--- config.mk ---
export PLATFORM = sky130hd
export DESIGN_NAME = uam_serial_ctrl
export DESIGN_NICKNAME = d
export VERILOG_FILES = /design/src/uam_pkg.sv /design/src/uam_buf_if.sv /design/src/uam_serial_ctrl.sv /design/src/uam_rx_buf.sv
export VERILOG_INCLUDE_DIRS = /design/src
export SDC_FILE = /design/constraint.sdc
export NUM_CORES = 1
export LEC_CHECK = 0
export ABC_AREA = 1
export BUFFER_PORTS_ARGS = -buffer_cell sky130_fd_sc_hd__buf_4
export CORE_MARGIN = 4
export CORE_UTILIZATION = 60
export DETAILED_ROUTE_END_ITERATION = 12
export PLACE_DENSITY_LB_ADDON = 0.15
export SLEW_MARGIN = 20
export SYNTH_ARGS = -nofsm -noshare
export SYNTH_HDL_FRONTEND = slang
export SYNTH_SLANG_ARGS = --single-unit
export TNS_END_PERCENT = 30
--- constraint.sdc ---
create_clock -name clk_sys_i -period 2.65 [get_ports clk_sys_i]
set_clock_uncertainty 0.05 [all_clocks]
set_input_delay 0.1325 -clock clk_sys_i [delete_from_list [all_inputs] [get_ports clk_sys_i]]
set_output_delay 0.1325 -clock clk_sys_i [all_outputs]
set_load 0.005 [all_outputs]
--- src/uam_cfg.svh ---
/*
  Constants of the serial channel block.
  Assumes inclusion by bare name.
*/
`ifndef UAM_CFG_SVH
`define UAM_CFG_SVH

// ********
// Register addresses.
// ********
`define UAM_MODE_CH1_ADDR 20'h0_ff70
`define UAM_MODE_CH2_ADDR 20'h0_ff71
`define UAM_STAT_CH1_ADDR 20'h0_ff72
`define UAM_STAT_CH2_ADDR 20'h0_ff73
`define UAM_BAUD_CH1_ADDR 20'h0_ff76
`define UAM_BAUD_CH2_ADDR 20'h0_ff77

// ********
// Reset values.
// ********
`define UAM_REG_RST 8'h00

// ********
// Mode fields.
// ********
`define UAM_TXE_BIT 7
`define UAM_RXE_BIT 6
`define UAM_PAR_HI 5
`define UAM_PAR_LO 4
`define UAM_CL_BIT 3
`define UAM_SL_BIT 2
`define UAM_ISRM_BIT 1
`define UAM_IR_BIT 0

// ********
// Status and baud fields.
// ********
`define UAM_PE_BIT 2
`define UAM_FE_BIT 1
`define UAM_OVE_BIT 0
`define UAM_SRC_HI 6
`define UAM_SRC_LO 4
`define UAM_DIV_HI 3
`define UAM_DIV_LO 0

// ********
// Bit timing.
// ********
`define UAM_PH_LAST 4'hf
`define UAM_PH_SAMPLE 4'h7
`define UAM_IR_PULSE 4'h3
`define UAM_DIV_BASE 5'h0f

`endif

--- src/uam_pkg.sv ---
/*
  Types shared by the serial channel control block.
  Assumes uam_cfg.svh is on the include path.
*/
package uam_pkg;

  // Frame sequencer states, one-hot.
  typedef enum logic [4:0] {
    UAM_IDLE  = 5'b0_0001,
    UAM_START = 5'b0_0010,
    UAM_DATA  = 5'b0_0100,
    UAM_PAR   = 5'b0_1000,
    UAM_STOP  = 5'b1_0000
  } uam_state_t;

  // Parity field encodings.
  typedef enum logic [1:0] {
    UAM_PAR_NONE = 2'h0,
    UAM_PAR_ZERO = 2'h1,
    UAM_PAR_ODD  = 2'h2,
    UAM_PAR_EVEN = 2'h3
  } uam_parity_t;

endpackage

--- src/uam_buf_if.sv ---
/*
  Carrier between the receiver and its two-entry buffer.
  Assumes one clock shared by both ends.
*/
`timescale 1ns/1ns
interface uam_buf_if;
  logic [7:0] in_data;
  logic in_valid;
  logic in_ready;
  logic [7:0] out_data;
  logic out_valid;
  logic out_ready;

  modport store (input in_data, input in_valid, input out_ready,
                 output in_ready, output out_data, output out_valid);
  modport user (output in_data, output in_valid, output out_ready,
                input in_ready, input out_data, input out_valid);
endinterface

--- src/uam_serial_ctrl.sv ---
/*
  Two asynchronous serial channels with their mode, error status and
  baud clock registers, reached by byte or single-bit CPU accesses.
  Assumes all inputs synchronous to clk_sys_i; transmit bytes arrive on
  a valid/ready port and received bytes leave through a two-entry buffer.
*/
// Functional notes
// - Reset clears mode, status, baud registers
// - Registers are 8-bit, bit or byte access
// - Enable bits pick stop, receive, transmit, both
// - Parity field: none, zero, odd, even
// - Length bit: seven or eight data bits
// - Stop length bit: one or two stops
// - Receiver checks only one stop bit
// - Suppress bit withholds completion on error
// - Infrared bit selects infrared framing
// - Status: parity 2, framing 1, overrun 0
// - Odd or even parity mismatch sets parity error
// - Missing stop bit sets framing error
// - Overrun repeats until buffer read
// - Source select picks pin, divided clock, timer
// - Divide source by sixteen plus k
// - Seven-bit mode drops bit seven
`timescale 1ns/1ns
`include "uam_cfg.svh"
module uam_serial_ctrl (
  // Clock and reset.
  input wire logic clk_sys_i,
  input wire logic sys_rst_i,
  // CPU register access.
  input wire logic [19:0] cpu_addr_i,
  input wire logic cpu_wr_i,
  input wire logic cpu_rd_i,
  input wire logic cpu_bit_i,
  input wire logic [2:0] cpu_bit_sel_i,
  input wire logic [7:0] cpu_wdata_i,
  output logic [7:0] cpu_rdata_o,
  // Clock sources.
  input wire logic [1:0] ext_serial_clock_pin_i,
  input wire logic timer1_output_i,
  // Serial pins.
  input wire logic serial_in_pin_ch1_i,
  input wire logic serial_in_pin_ch2_i,
  output logic serial_out_pin_ch1_o,
  output logic serial_out_pin_ch2_o,
  output logic [1:0] rx_serial_fn_o,
  output logic [1:0] tx_serial_fn_o,
  // Transmit data, one byte lane per channel.
  input wire logic [1:0][7:0] tx_data_i,
  input wire logic [1:0] tx_valid_i,
  output logic [1:0] tx_ready_o,
  // Receive data; taking a byte is the buffer read.
  output logic [1:0][7:0] rx_data_o,
  output logic [1:0] rx_valid_o,
  input wire logic [1:0] rx_ready_i,
  // Event pulses.
  output logic [1:0] rx_done_irq_o,
  output logic [1:0] rx_err_irq_o,
  output logic [1:0] tx_done_irq_o
);
  import uam_pkg::*;

  logic [7:0] mode_q [2];
  logic [7:0] baud_q [2];
  logic [2:0] stat_w [2];
  logic [7:0] rdata_q;
  logic [4:0] pre_q;
  logic tmr_q;
  logic [1:0] rxd;
  logic [1:0] txd;

  // ********
  // CPU register access
  // ********

  // A bit access rewrites only the selected bit with wdata bit 0.
  function automatic logic [7:0] wr_merge(input logic [7:0] old);
    logic [7:0] m;
    m = 8'h01 << cpu_bit_sel_i;
    wr_merge = cpu_bit_i ? ((old & ~m) | (cpu_wdata_i[0] ? m : 8'h00)) : cpu_wdata_i;
  endfunction

  // Mode and baud writes; status is read-only and ignores writes.
  always_ff @(posedge clk_sys_i) begin
    if (sys_rst_i) begin
      mode_q[0] <= `UAM_REG_RST;
      mode_q[1] <= `UAM_REG_RST;
      baud_q[0] <= `UAM_REG_RST;
      baud_q[1] <= `UAM_REG_RST;
    end else if (cpu_wr_i) begin
      if (cpu_addr_i == `UAM_MODE_CH1_ADDR) begin
        mode_q[0] <= wr_merge(mode_q[0]);
      end else if (cpu_addr_i == `UAM_MODE_CH2_ADDR) begin
        mode_q[1] <= wr_merge(mode_q[1]);
      end else if (cpu_addr_i == `UAM_BAUD_CH1_ADDR) begin
        baud_q[0] <= wr_merge(baud_q[0]);
      end else if (cpu_addr_i == `UAM_BAUD_CH2_ADDR) begin
        baud_q[1] <= wr_merge(baud_q[1]);
      end
    end
  end

  // Read data is registered; a bit read returns the whole byte.
  always_ff @(posedge clk_sys_i) begin
    if (sys_rst_i) begin
      rdata_q <= 8'h00;
    end else if (cpu_rd_i) begin
      if (cpu_addr_i == `UAM_MODE_CH1_ADDR) begin
        rdata_q <= mode_q[0];
      end else if (cpu_addr_i == `UAM_MODE_CH2_ADDR) begin
        rdata_q <= mode_q[1];
      end else if (cpu_addr_i == `UAM_STAT_CH1_ADDR) begin
        rdata_q <= {5'h00, stat_w[0]};
      end else if (cpu_addr_i == `UAM_STAT_CH2_ADDR) begin
        rdata_q <= {5'h00, stat_w[1]};
      end else if (cpu_addr_i == `UAM_BAUD_CH1_ADDR) begin
        rdata_q <= baud_q[0];
      end else if (cpu_addr_i == `UAM_BAUD_CH2_ADDR) begin
        rdata_q <= baud_q[1];
      end else begin
        rdata_q <= 8'h00;
      end
    end
  end
  assign cpu_rdata_o = rdata_q;

  // ********
  // Prescaler and pins
  // ********

  // Free-running divider of the system clock, tapped per channel.
  always_ff @(posedge clk_sys_i) begin
    if (sys_rst_i) begin
      pre_q <= 5'h00;
      tmr_q <= 1'b0;
    end else begin
      pre_q <= pre_q + 5'h01;
      tmr_q <= timer1_output_i;
    end
  end

  assign rxd = {serial_in_pin_ch2_i, serial_in_pin_ch1_i};
  assign serial_out_pin_ch1_o = txd[0];
  assign serial_out_pin_ch2_o = txd[1];

  // ********
  // Channels
  // ********
  for (genvar c = 0; c < 2; c++) begin : g_ch
    logic [7:0] mode;
    logic [7:0] baud;
    uam_parity_t par;
    logic txe, rxe, cl, sl, isrm, ir;
    logic src_en, ext_q, tick;
    logic [4:0] div_q;
    uam_state_t tx_st_q, rx_st_q;
    logic [3:0] tx_ph_q, rx_ph_q;
    logic [2:0] tx_idx_q, rx_idx_q;
    logic [7:0] tx_sh_q, rx_sh_q, rx_word_q;
    logic tx_par_q, tx_stop2_q, tx_lvl, txd_q, tx_done_q;
    logic rx_bit_q, rx_perr_q, rx_ferr_q, rx_push_q, rx_err;
    logic [2:0] stat_q;
    logic [7:0] tx_word, rx_word;
    uam_buf_if u_if();

    assign mode = mode_q[c];
    assign baud = baud_q[c];
    assign txe = mode[`UAM_TXE_BIT];
    assign rxe = mode[`UAM_RXE_BIT];
    assign par = uam_parity_t'(mode[`UAM_PAR_HI:`UAM_PAR_LO]);
    assign cl = mode[`UAM_CL_BIT];
    assign sl = mode[`UAM_SL_BIT];
    assign isrm = mode[`UAM_ISRM_BIT];
    assign ir = mode[`UAM_IR_BIT];
    // Pins serve the channel only for the enabled direction.
    assign rx_serial_fn_o[c] = rxe;
    assign tx_serial_fn_o[c] = txe;

    // Source clock enable; external and timer sources count rising edges.
    always_ff @(posedge clk_sys_i) begin
      if (sys_rst_i) begin
        ext_q <= 1'b0;
      end else begin
        ext_q <= ext_serial_clock_pin_i[c];
      end
    end
    always_comb begin
      case (baud[`UAM_SRC_HI:`UAM_SRC_LO])
        3'h0: src_en = ext_serial_clock_pin_i[c] & ~ext_q;
        3'h1: src_en = 1'b1;
        3'h2: src_en = pre_q[0];
        3'h3: src_en = &pre_q[1:0];
        3'h4: src_en = &pre_q[2:0];
        3'h5: src_en = &pre_q[3:0];
        3'h6: src_en = &pre_q[4:0];
        default: src_en = timer1_output_i & ~tmr_q;
      endcase
    end

    // Divide by sixteen plus k; k of fifteen would be unused by software.
    // Infrared pulse stays three of sixteen ticks per bit for any k.
    assign tick = src_en && (div_q == (`UAM_DIV_BASE + {1'b0, baud[`UAM_DIV_HI:`UAM_DIV_LO]}));
    always_ff @(posedge clk_sys_i) begin
      if (sys_rst_i || !(txe || rxe)) begin
        div_q <= 5'h00;
      end else if (tick) begin
        div_q <= 5'h00;
      end else if (src_en) begin
        div_q <= div_q + 5'h01;
      end
    end

    // Transmit byte with bit 7 dropped in seven-bit mode.
    assign tx_word = cl ? tx_data_i[c] : {1'b0, tx_data_i[c][6:0]};
    assign tx_ready_o[c] = txe && (tx_st_q == UAM_IDLE);

    // Transmit sequencer; disabling the direction aborts the frame.
    always_ff @(posedge clk_sys_i) begin
      if (sys_rst_i || !txe) begin
        tx_st_q <= UAM_IDLE;
        tx_idx_q <= 3'h0;
        tx_sh_q <= 8'hff;
        tx_par_q <= 1'b0;
        tx_stop2_q <= 1'b0;
        tx_done_q <= 1'b0;
      end else begin
        tx_done_q <= 1'b0;
        case (tx_st_q)
          UAM_IDLE: begin
            if (tx_valid_i[c]) begin
              tx_sh_q <= tx_word;
              tx_par_q <= (par == UAM_PAR_ODD) ? ~^tx_word :
                          (par == UAM_PAR_EVEN) ? ^tx_word : 1'b0;
              tx_st_q <= UAM_START;
            end
          end
          UAM_START: begin
            if (tick && tx_ph_q == `UAM_PH_LAST) begin
              tx_st_q <= UAM_DATA;
              tx_idx_q <= 3'h0;
            end
          end
          UAM_DATA: begin
            if (tick && tx_ph_q == `UAM_PH_LAST) begin
              tx_sh_q <= {1'b1, tx_sh_q[7:1]};
              tx_idx_q <= tx_idx_q + 3'h1;
              if (tx_idx_q == (cl ? 3'h7 : 3'h6)) begin
                tx_st_q <= (par == UAM_PAR_NONE) ? UAM_STOP : UAM_PAR;
                tx_stop2_q <= sl;
              end
            end
          end
          UAM_PAR: begin
            if (tick && tx_ph_q == `UAM_PH_LAST) begin
              tx_st_q <= UAM_STOP;
            end
          end
          UAM_STOP: begin
            if (tick && tx_ph_q == `UAM_PH_LAST) begin
              if (tx_stop2_q) begin
                tx_stop2_q <= 1'b0;
              end else begin
                tx_st_q <= UAM_IDLE;
                tx_done_q <= 1'b1;
              end
            end
          end
          default: tx_st_q <= UAM_IDLE;
        endcase
      end
    end

    // Bit phase counter, sixteen ticks per bit.
    always_ff @(posedge clk_sys_i) begin
      if (sys_rst_i || tx_st_q == UAM_IDLE) begin
        tx_ph_q <= 4'h0;
      end else if (tick) begin
        tx_ph_q <= tx_ph_q + 4'h1;
      end
    end

    // Line level of the current bit: low start, high stop and idle.
    always_comb begin
      case (tx_st_q)
        UAM_START: tx_lvl = 1'b0;
        UAM_DATA: tx_lvl = tx_sh_q[0];
        UAM_PAR: tx_lvl = tx_par_q;
        default: tx_lvl = 1'b1;
      endcase
    end

    // Infrared sends a short high pulse for each zero bit, else idles low.
    always_ff @(posedge clk_sys_i) begin
      if (sys_rst_i) begin
        txd_q <= 1'b1;
      end else begin
        txd_q <= ir ? (~tx_lvl && tx_ph_q < `UAM_IR_PULSE) : tx_lvl;
      end
    end
    assign txd[c] = txd_q;
    assign tx_done_irq_o[c] = tx_done_q;

    // Bit detector: mid-bit sample, or any infrared pulse means zero.
    always_ff @(posedge clk_sys_i) begin
      if (sys_rst_i) begin
        rx_bit_q <= 1'b1;
      end else if (tick) begin
        if (ir) begin
          rx_bit_q <= (rx_ph_q == 4'h0 ? 1'b1 : rx_bit_q) & ~rxd[c];
        end else if (rx_ph_q == `UAM_PH_SAMPLE) begin
          rx_bit_q <= rxd[c];
        end
      end
    end

    // Received byte with bit 7 forced to zero in seven-bit mode.
    assign rx_word = cl ? rx_sh_q : {1'b0, rx_sh_q[7:1]};

    // Receive sequencer.
    always_ff @(posedge clk_sys_i) begin
      if (sys_rst_i || !rxe) begin
        rx_st_q <= UAM_IDLE;
        rx_idx_q <= 3'h0;
        rx_sh_q <= 8'h00;
        rx_perr_q <= 1'b0;
        rx_ferr_q <= 1'b0;
        rx_push_q <= 1'b0;
        rx_word_q <= 8'hff;
      end else begin
        rx_push_q <= 1'b0;
        case (rx_st_q)
          UAM_IDLE: begin
            if (rxd[c] == ir) begin
              rx_st_q <= UAM_START;
              rx_perr_q <= 1'b0;
            end
          end
          UAM_START: begin
            if (tick && rx_ph_q == `UAM_PH_LAST) begin
              rx_st_q <= (rx_bit_q && !ir) ? UAM_IDLE : UAM_DATA;
              rx_idx_q <= 3'h0;
            end
          end
          UAM_DATA: begin
            if (tick && rx_ph_q == `UAM_PH_LAST) begin
              rx_sh_q <= {rx_bit_q, rx_sh_q[7:1]};
              rx_idx_q <= rx_idx_q + 3'h1;
              if (rx_idx_q == (cl ? 3'h7 : 3'h6)) begin
                rx_st_q <= (par == UAM_PAR_NONE) ? UAM_STOP : UAM_PAR;
              end
            end
          end
          UAM_PAR: begin
            if (tick && rx_ph_q == `UAM_PH_LAST) begin
              rx_st_q <= UAM_STOP;
              rx_perr_q <= (par == UAM_PAR_ODD && (^rx_word ^ rx_bit_q) != 1'b1) ||
                           (par == UAM_PAR_EVEN && (^rx_word ^ rx_bit_q) != 1'b0);
            end
          end
          UAM_STOP: begin
            // Only the first stop bit is checked, whatever the stop length.
            if (tick && rx_ph_q == `UAM_PH_LAST) begin
              rx_st_q <= UAM_IDLE;
              rx_ferr_q <= ~rx_bit_q;
              rx_word_q <= rx_word;
              rx_push_q <= 1'b1;
            end
          end
          default: rx_st_q <= UAM_IDLE;
        endcase
      end
    end

    // Receive bit phase counter.
    always_ff @(posedge clk_sys_i) begin
      if (sys_rst_i || rx_st_q == UAM_IDLE) begin
        rx_ph_q <= 4'h0;
      end else if (tick) begin
        rx_ph_q <= rx_ph_q + 4'h1;
      end
    end

    // Error status of the latest reception; a full buffer is an overrun.
    // The byte is dropped on overrun, and it recurs until software drains.
    always_ff @(posedge clk_sys_i) begin
      if (sys_rst_i) begin
        stat_q <= 3'h0;
      end else if (rx_push_q) begin
        stat_q[`UAM_PE_BIT] <= rx_perr_q;
        stat_q[`UAM_FE_BIT] <= rx_ferr_q;
        stat_q[`UAM_OVE_BIT] <= ~u_if.in_ready;
      end
    end
    assign stat_w[c] = stat_q;

    // Completion events; the suppress bit hides completion on errors.
    assign rx_err = rx_perr_q || rx_ferr_q || !u_if.in_ready;
    assign rx_done_irq_o[c] = rx_push_q && !(rx_err && isrm);
    assign rx_err_irq_o[c] = rx_push_q && rx_err;

    // Receive buffer hookup.
    assign u_if.in_data = rx_word_q;
    assign u_if.in_valid = rx_push_q;
    assign u_if.out_ready = rx_ready_i[c];
    assign rx_data_o[c] = u_if.out_data;
    assign rx_valid_o[c] = u_if.out_valid;

    uam_rx_buf u_buf (
      .clk_sys_i(clk_sys_i),
      .sys_rst_i(sys_rst_i),
      .bus(u_if.store)
    );
  end
endmodule

--- src/uam_rx_buf.sv ---
/*
  Two-entry buffer for received bytes, valid and ready on both sides.
  Assumes a synchronous active-high reset on the system clock.
*/
`timescale 1ns/1ns
module uam_rx_buf (
  // Clock and reset.
  input wire logic clk_sys_i,
  input wire logic sys_rst_i,
  // Fill and drain sides.
  uam_buf_if.store bus
);
  logic [7:0] mem_q [2];
  logic wr_ptr_q;
  logic rd_ptr_q;
  logic [1:0] cnt_q;
  logic push;
  logic pop;

  // Full means the receiver has nowhere to put the next byte.
  assign bus.in_ready = (cnt_q != 2'h2);
  assign bus.out_valid = (cnt_q != 2'h0);
  assign bus.out_data = mem_q[rd_ptr_q];
  assign push = bus.in_valid && bus.in_ready;
  assign pop = bus.out_valid && bus.out_ready;

  // Storage and pointers.
  always_ff @(posedge clk_sys_i) begin
    if (sys_rst_i) begin
      wr_ptr_q <= 1'b0;
      rd_ptr_q <= 1'b0;
      mem_q[0] <= 8'hff;
      mem_q[1] <= 8'hff;
    end else begin
      if (push) begin
        mem_q[wr_ptr_q] <= bus.in_data;
        wr_ptr_q <= ~wr_ptr_q;
      end
      if (pop) begin
        rd_ptr_q <= ~rd_ptr_q;
      end
    end
  end

  // Fill level.
  always_ff @(posedge clk_sys_i) begin
    if (sys_rst_i) begin
      cnt_q <= 2'h0;
    end else if (push && !pop) begin
      cnt_q <= cnt_q + 2'h1;
    end else if (pop && !push) begin
      cnt_q <= cnt_q - 2'h1;
    end
  end
endmodule

==> impl_metrics.py, run 1 <==
metrics = {
    "run_status": {
        "status": "finished clean",
    },
    "layout": {
        "layout.cells.most_common": "nand2_1",
        "final_layout_size_suffix_gt1_share_pct": 12.8,
        "area_growth_pct": 18.3,
        "nets": 1852,
        "num-fill-cells": 1549,
        "diodes": 0,
        "layout_common_cells": "nand2_1 (410), inv_1 (211), nor2_1 (171)",
        "design_area_um2": 13900,
    },
    "logic_synthesis": {
        "synth_seq_cells": 218,
        "synth_cell_types": 47,
        "synthXorXnorAreaFrac_pct": 2.08,
        "synth_ff_type": "dfxtp_1",
        "syn_inst": 1632,
        "synth-warning-count": 0,
        "synthAdderAreaFrac_pct": 2.02,
        "syn_area_um2": 11800,
        "synth_area_per_cell_um2": 7.21,
        "yosys.area_share.simple_pct": 30.4,
        "synth_top_family_by_area": "simple AND/OR/NAND/NOR gates",
        "synth.mux.area_fraction_pct": 1.53,
        "async_flop_share_pct": 0,
        "synth_compound_area_share_pct": 12.5,
        "seq_area_frac_synth_pct": 42.5,
        "synth_enable_flop_cells": 64,
        "synth_nets": 1712,
    },
    "die": {
        "die_y_um": 148,
        "start_util_pct": 61.9,
        "pin_count": 101,
        "core-area_um2": 19000,
        "rows": 50,
        "die_area_um2": 21900,
        "die_x_um": 148,
    },
    "timing": {
        "finalSetupViolCount": 0,
        "drv_slew": 0,
        "hold_viol": 0,
        "fin_hold_ws_ns": 0.0261,
        "period_share_pct": 92.7,
        "slew_headroom_pct": 43.1,
        "worst_pin_slew_ns": 0.847,
        "period_needed_ns": 2.46,
        "fmax_mhz": 407,
    },
    "grt": {
        "grt-ovfl-total": 0,
        "grt_max_degree": 35,
        "grt_pass1_vias": 10264,
        "antenna_found_initial": 0,
        "grt_usage_pct": 26.7,
        "grt_first_pass_wirelength_um": 48900,
    },
    "pwr": {
        "ir_worst_vdd_v": 0.000436,
        "powerDensity_nw_per_um2": 549,
        "finalPower_mw": 7.65,
        "cellLeakagePower_nw": 6.02,
    },
    "routing": {
        "route.detailed.drc": 0,
        "vias": 11144,
        "antenna_left": 0,
        "vias_per_cell": 5.44,
        "totalWireLength_um": 29800,
        "drt_iter0_drc": 1077,
        "routedWlPerCell_um": 14.5,
        "firstDrtPassIters": 6,
    },
    "setup_path": {
        "start_kind": "flip-flop",
        "arrival_ns": 2.80,
        "endpoint_kind": "flip-flop",
        "path_class": "reg2reg",
        "required_ns": 2.99,
        "worstPathMaxFanout": 9,
    },
    "run": {
        "max_cap_violations": 0,
    },
    "clock_tree": {
        "cts_tree": "yes",
        "cts_buffers": 24,
        "clock_sinks": 218,
        "ctsLongestPathBuffers": 3,
        "clock_latency_ns": 0.51,
        "clkTransAtPathRegs_ns": 0.06,
        "cts.htree.levels": 1,
        "cts_root_buf": "clkbuf_16",
    },
    "hold_path": {
        "hold_class": "in2reg",
    },
    "placement": {
        "dpl.hpwl_um": 21400,
        "dpl_cell_area_um2": 12800,
        "gp_congestion": 1.01,
        "port_buffers": 100,
    },
}
==> per-layer routing <==
metal	share of wire (%)	wire length [um]	track usage [%]
met5	0	0	0
met1	43	12700	36.8
met3	8.3	2460	4.17
met2	46	13800	43.9
met4	3.0	888	8.04
==> kinds of logic (layout without fill, tap and decap cells) <==
kind of cell | Yosys count | in the layout
compound gates | 273 | 273
xor+xnor | 28 | 28
fa+ha+maj | 19 | 19
buf+inv | 267 | 425
flops | 218 | 218
mux | 16 | 16
simple gates | 811 | 811
==> through the flow <==
step	cells	worst slack [ns]	TNS [ns]	utilization [%]
2_1_floorplan	1632	0.484	0	-
4_1_cts	2048	0.104	0	73.1
3_5_place_dp	1974	0.118	0	67.3
5_1_grt	2050	-0.00446	-0.00446	73.2
3_3_place_gp	1974	0.211	0	67.3
6_report	2050	0.194	0	73.2
==> cell type report <==
class                      instances  area, um2  area share [%]
clock buffer                      39        742            5.33
clock inverter                     5       51.3           0.368
inverter                         226        848            6.09
multi-input combinational       1147       5710            41.0
sequential                       218       5000            35.9
tap                              260        325            2.34
timing repair buffer             155       1240            8.90
==> critical path, cell delays in order (launching register included) <==
cell and delay, ns:
dfxtp_1 0.33, ha_1 0.21, nand3_1 0.14, inv_1 0.08, ha_1 0.16, nand2_1 0.06
nand3_1 0.09, nand2_1 0.06, nor2_2 0.16, nor2_4 0.09, nor2_8 0.21, nand2_4 0.11
o21ai_4 0.29, nand2_4 0.14, nand2_1 0.09, nand3_1 0.07
==> power breakdown <==
| part | switching (mW) | internal, mW |
|---|---|---|
| logic | 0.478 | 0.306 |
| registers | 0.0641 | 3.49 |
| clock network | 1.31 | 2.00 |
==> state kept, by name (all words and copies together), names as in the netlist, 4 cells and up, named ones only <==
| name | count |
|---|---|
| baud_q | 16 |
| cpu_rdata_o | 8 |
| g_ch.div_q | 10 |
| g_ch.rx_idx_q | 6 |
| g_ch.rx_ph_q | 8 |
| g_ch.rx_sh_q | 16 |
| g_ch.rx_st_q | 10 |
| g_ch.rx_word_q | 16 |
| g_ch.stat_q | 6 |
| g_ch.tx_idx_q | 6 |
| g_ch.tx_ph_q | 8 |
| g_ch.tx_sh_q | 16 |
| g_ch.tx_st_q | 10 |
| g_ch.u_buf.cnt_q | 4 |
| g_ch.u_buf.mem_q | 32 |
| mode_q | 16 |
| pre_q | 5 |
==> path summary, 6_finish.rpt <==
kind	start	endpoint	slack, ns	cells after the start
setup / recovery	pre_q[0]$_SDFF_PP0_	g_ch[0].tx_sh_q[1]$_SDFFE_PP1P_	0.19	15
hold / removal	cpu_wdata_i[2]	mode_q[0][2]$_SDFFCE_PN0P_	0.03	3
setup reg to reg	pre_q[0]$_SDFF_PP0_	g_ch[0].tx_sh_q[1]$_SDFFE_PP1P_	0.19	15
hold reg to reg	g_ch[1].tx_sh_q[3]$_SDFFE_PP1P_	g_ch[1].tx_sh_q[3]$_SDFFE_PP1P_	0.41	2
==> Yosys cell counts, types with 5 or more instances <==
cell      count  area, um2
inv_2        12       45.0
o211ai_1     18        135
nor4_1        6       37.5
nor2_2        9       56.3
nand3_1     113        566
a21oi_1     129        646
ha_1         19        238
mux2_2       16        180
buf_4        10       75.1
nor3_1       25        125
clkbuf_1     22       82.6
dfxtp_1     154       3080
nor2_1      171        642
nand2_2       8       50.1
a211oi_1      6       45.0
nor3b_1       9       67.6
nand2_1     410       1540
o21ai_0     102        510
edfxtp_1     64       1920
nand4_1      33        206
xor2_1       19        166
inv_1       211        792
or2_2         5       31.3
o21ai_1       7       35.0
xnor2_1       9       78.8
buf_2         5       25.0
==> what timing repair did <==
item,in CTS,in global routing
hold buffers,30,0
resized for setup,0,2
buffers inserted,0,2
endpoints found under the setup margin,0,34
hold endpoints to repair,43,0
No activity file was read; power rests on OpenSTA's default activity.
==> inputs of run 2 (changes only) <==
- CAP_MARGIN: default -> 20
- PLACE_DENSITY: default -> 0.9
- PLACE_DENSITY_LB_ADDON: 0.15 -> default
- SYNTH_HIERARCHICAL: default -> 1
==> run 2 against run 1 <==
Combinational power decreased by 2%. Critical endpoint is now g_ch[0].tx_sh_q[3]$_SDFFE_PP1P_. Final cell count decreased by 0.34%. Routed wire length increased by 1.6%. Largest power group unchanged. Worst hold slack improved by 0.043 ns. Non-clock buffer count decreased by 12. First-iteration DRC count decreased by 8.1%. Sequential cell count unchanged. Final area increased by 0.48%.
==> impl_metrics.py, run 2 <==
metrics = {
    "setup_path": {
        "required_ns": 3.07,
        "endpoint_kind": "flip-flop",
        "rrSetupSlack_ns": 0.15,
        "arrival_ns": 2.92,
        "worstPathMaxFanout": 11,
        "path_class": "reg2reg",
        "start_kind": "flip-flop",
        "rr_endpoint": "g_ch[0].tx_sh_q[3]$_SDFFE_PP1P_",
        "rr_worst_depth": 17,
        "regToRegStartpoint": "pre_q[0]$_SDFF_PP0_",
    },
    "clock_tree": {
        "ctsLongestPathBuffers": 3,
        "cts.htree.levels": 1,
        "clock_sinks": 218,
        "cts_buffers": 24,
        "clock_latency_ns": 0.53,
        "cts_tree": "yes",
        "cts_root_buf": "clkbuf_16",
        "clkTransAtPathRegs_ns": 0.07,
    },
    "timing": {
        "setup_ws_ns": 0.150,
        "period_needed_ns": 2.50,
        "fin_hold_ws_ns": 0.0688,
        "hold_viol": 0,
        "slew_headroom_pct": 45.1,
        "fmax_mhz": 400,
        "worst_pin_slew_ns": 0.817,
        "period_share_pct": 94.3,
        "setup_tns_ns": 0,
        "drv_slew": 0,
        "finalSetupViolCount": 0,
    },
    "logic_synthesis": {
        "yosysMostFrequentCell": "nand2_1",
        "seq_area_frac_synth_pct": 42.1,
        "synth-warning-count": 6,
        "synth_seq_cells": 218,
        "synth_area_leaders": "dfxtp_1 (26%), edfxtp_1 (16%), nand2_1 (14%)",
        "synth_nets": 1710,
        "synth_largest_area_cell": "dfxtp_1",
        "syn_area_um2": 11900,
        "synth_ff_type": "dfxtp_1",
        "synth_cell_types": 54,
        "synth_area_per_cell_um2": 7.29,
        "syn_inst": 1630,
        "synth_top_area_share_pct": 25.9,
        "yosys-top-cells-count": "nand2_1 (438), inv_1 (202), nor2_1 (169)",
        "async_flop_share_pct": 0,
        "synth_enable_flop_cells": 64,
    },
    "die": {
        "start_util_pct": 61.1,
        "die_area_um2": 22100,
        "pin_count": 101,
        "die_x_um": 149,
        "rows": 51,
        "core-area_um2": 19500,
        "die_y_um": 149,
    },
    "hold_path": {
        "hp-start": "sys_rst_i",
        "hold_path_depth": 4,
        "min_to": "g_ch[1].stat_q[0]$_SDFFE_PP0P_",
        "hold_class": "in2reg",
    },
    "grt": {
        "grt_usage_pct": 26.6,
        "grt_first_pass_wirelength_um": 49100,
        "grt_pass1_vias": 10667,
        "antenna_found_initial": 0,
        "grt_max_degree": 37,
        "grt-ovfl-total": 0,
    },
    "placement": {
        "dpl_cell_area_um2": 12800,
        "gp_congestion": 0.928,
        "dpl.hpwl_um": 21700,
        "pre_cts_ws_ns": 0.0644,
        "port_buffers": 100,
    },
    "layout": {
        "largest_register_ffs": 32,
        "layout.cells.most_common": "nand2_1",
        "final_layout_size_suffix_gt1_share_pct": 14.2,
        "diodes": 0,
        "num-fill-cells": 1467,
        "finalCoreUtilization_pct": 71.9,
        "design_area_um2": 14000,
        "area_growth_pct": 17.7,
        "nets": 1840,
        "layout_common_cells": "nand2_1 (437), inv_1 (202), nor2_1 (169)",
        "regMostFlops": "g_ch.u_buf/mem_q",
    },
    "run_status": {
        "status": "finished clean",
    },
    "run": {
        "max_cap_violations": 0,
    },
    "routing": {
        "route.detailed.drc": 0,
        "antenna_left": 0,
        "totalWireLength_um": 30300,
        "vias_per_cell": 5.54,
        "firstDrtPassIters": 7,
        "drt_iter0_drc": 990,
        "vias": 11316,
        "routedWlPerCell_um": 14.8,
    },
    "pwr": {
        "cellLeakagePower_nw": 6.03,
        "ir_worst_vdd_v": 0.000753,
        "powerDensity_nw_per_um2": 557,
    },
}
run 2: cell count changes after synthesis, sizes merged, moves of 3 or more:
| cell | change |
|---|---|
| a21oi | -20 |
| nand2 | +30 |
| nor3 | +6 |
| o21ai | -17 |
| a211oi | -3 |
| nand4 | +3 |
| nand3 | +4 |
| clkbuf | -4 |
run 2: layout make-up:
class                   count  area, um2  share of cell area [%]
clock buffers              36        728                    5.20
clock inverters             8       97.6                   0.698
flip-flops and latches    218       5010                    35.8
repair buffers            143       1140                    8.18
multi-input cells        1150       5840                    41.7
inverters                 223        842                    6.02
well taps                 265        332                    2.37
run 2: layer usage:
metal,up-vias,GRT usage [%],part of all wire [%]
li1,5589,-,-
met1,5178,34.0,41
met4,0,9.15,2.7
met2,479,46.2,48
met5,-,0,0
met3,70,3.95,8.5
run 2: cell families after synthesis:
group	synth area share [%]
AND/OR/NAND/NOR	32.7
buffers and inverters	8.88
AO/OA/AOI/OAI	10.8
flip-flops	42.1
XOR/XNOR	1.99
adder cells (fa/ha/maj)	2.00
multiplexers	1.52
run 2: critical path, stage by stage, from the launching register on:
cell     delay (ns)
dfxtp_2        0.36
ha_2           0.23
nand3_1        0.12
inv_1          0.08
ha_1           0.16
nand2_1        0.06
nand2_1        0.06
nor2_1         0.04
nor2_1         0.08
nand2_1        0.10
nand2_4        0.14
nand2_4        0.14
inv_4          0.14
nand3_4        0.10
a21oi_4        0.30
buf_4          0.17
nand2_1        0.05
nand3_1        0.08
run 2: per-stage QoR:
step | instances | power [mW]
6_report | 2043 | 7.80
5_1_grt | 2043 | 8.05
4_1_cts | 2040 | 7.79
3_5_place_dp | 1969 | 4.34
3_3_place_gp | 1969 | 4.32
2_1_floorplan | 1630 | 4.09
run 2: worst max path at each step:
stage / start / end / slack (ns) / depth (start not counted)
floorplan: pre_q[0]$_SDFF_PP0_ / g_ch[0].tx_sh_q[0]$_SDFFE_PP1P_ / 0.48 / 17
global placement: pre_q[0]$_SDFF_PP0_ / g_ch[0].tx_sh_q[6]$_SDFFE_PP1P_ / 0.18 / 17
detailed placement: pre_q[0]$_SDFF_PP0_ / g_ch[0].tx_sh_q[7]$_SDFFE_PP1P_ / 0.06 / 17
CTS: pre_q[0]$_SDFF_PP0_ / g_ch[0].tx_sh_q[7]$_SDFFE_PP1P_ / 0.05 / 17
global route: pre_q[0]$_SDFF_PP0_ / g_ch[0].tx_sh_q[7]$_SDFFE_PP1P_ / -0.04 / 17
finish: pre_q[0]$_SDFF_PP0_ / g_ch[0].tx_sh_q[3]$_SDFFE_PP1P_ / 0.15 / 17
run 2: what timing repair did:
action / CTS / global route
hold endpoints to repair: 40 / 0
setup endpoints to repair: 0 / 40
setup buffers: 0 / 3
gates resized for setup: 0 / 6
hold buffers: 27 / 0
run 2: power by group:
part	switching, mW	leakage, nW	internal [mW]
combinational	0.465	3.82	0.306
clock	1.37	0.408	2.10
sequential	0.0660	1.81	3.50
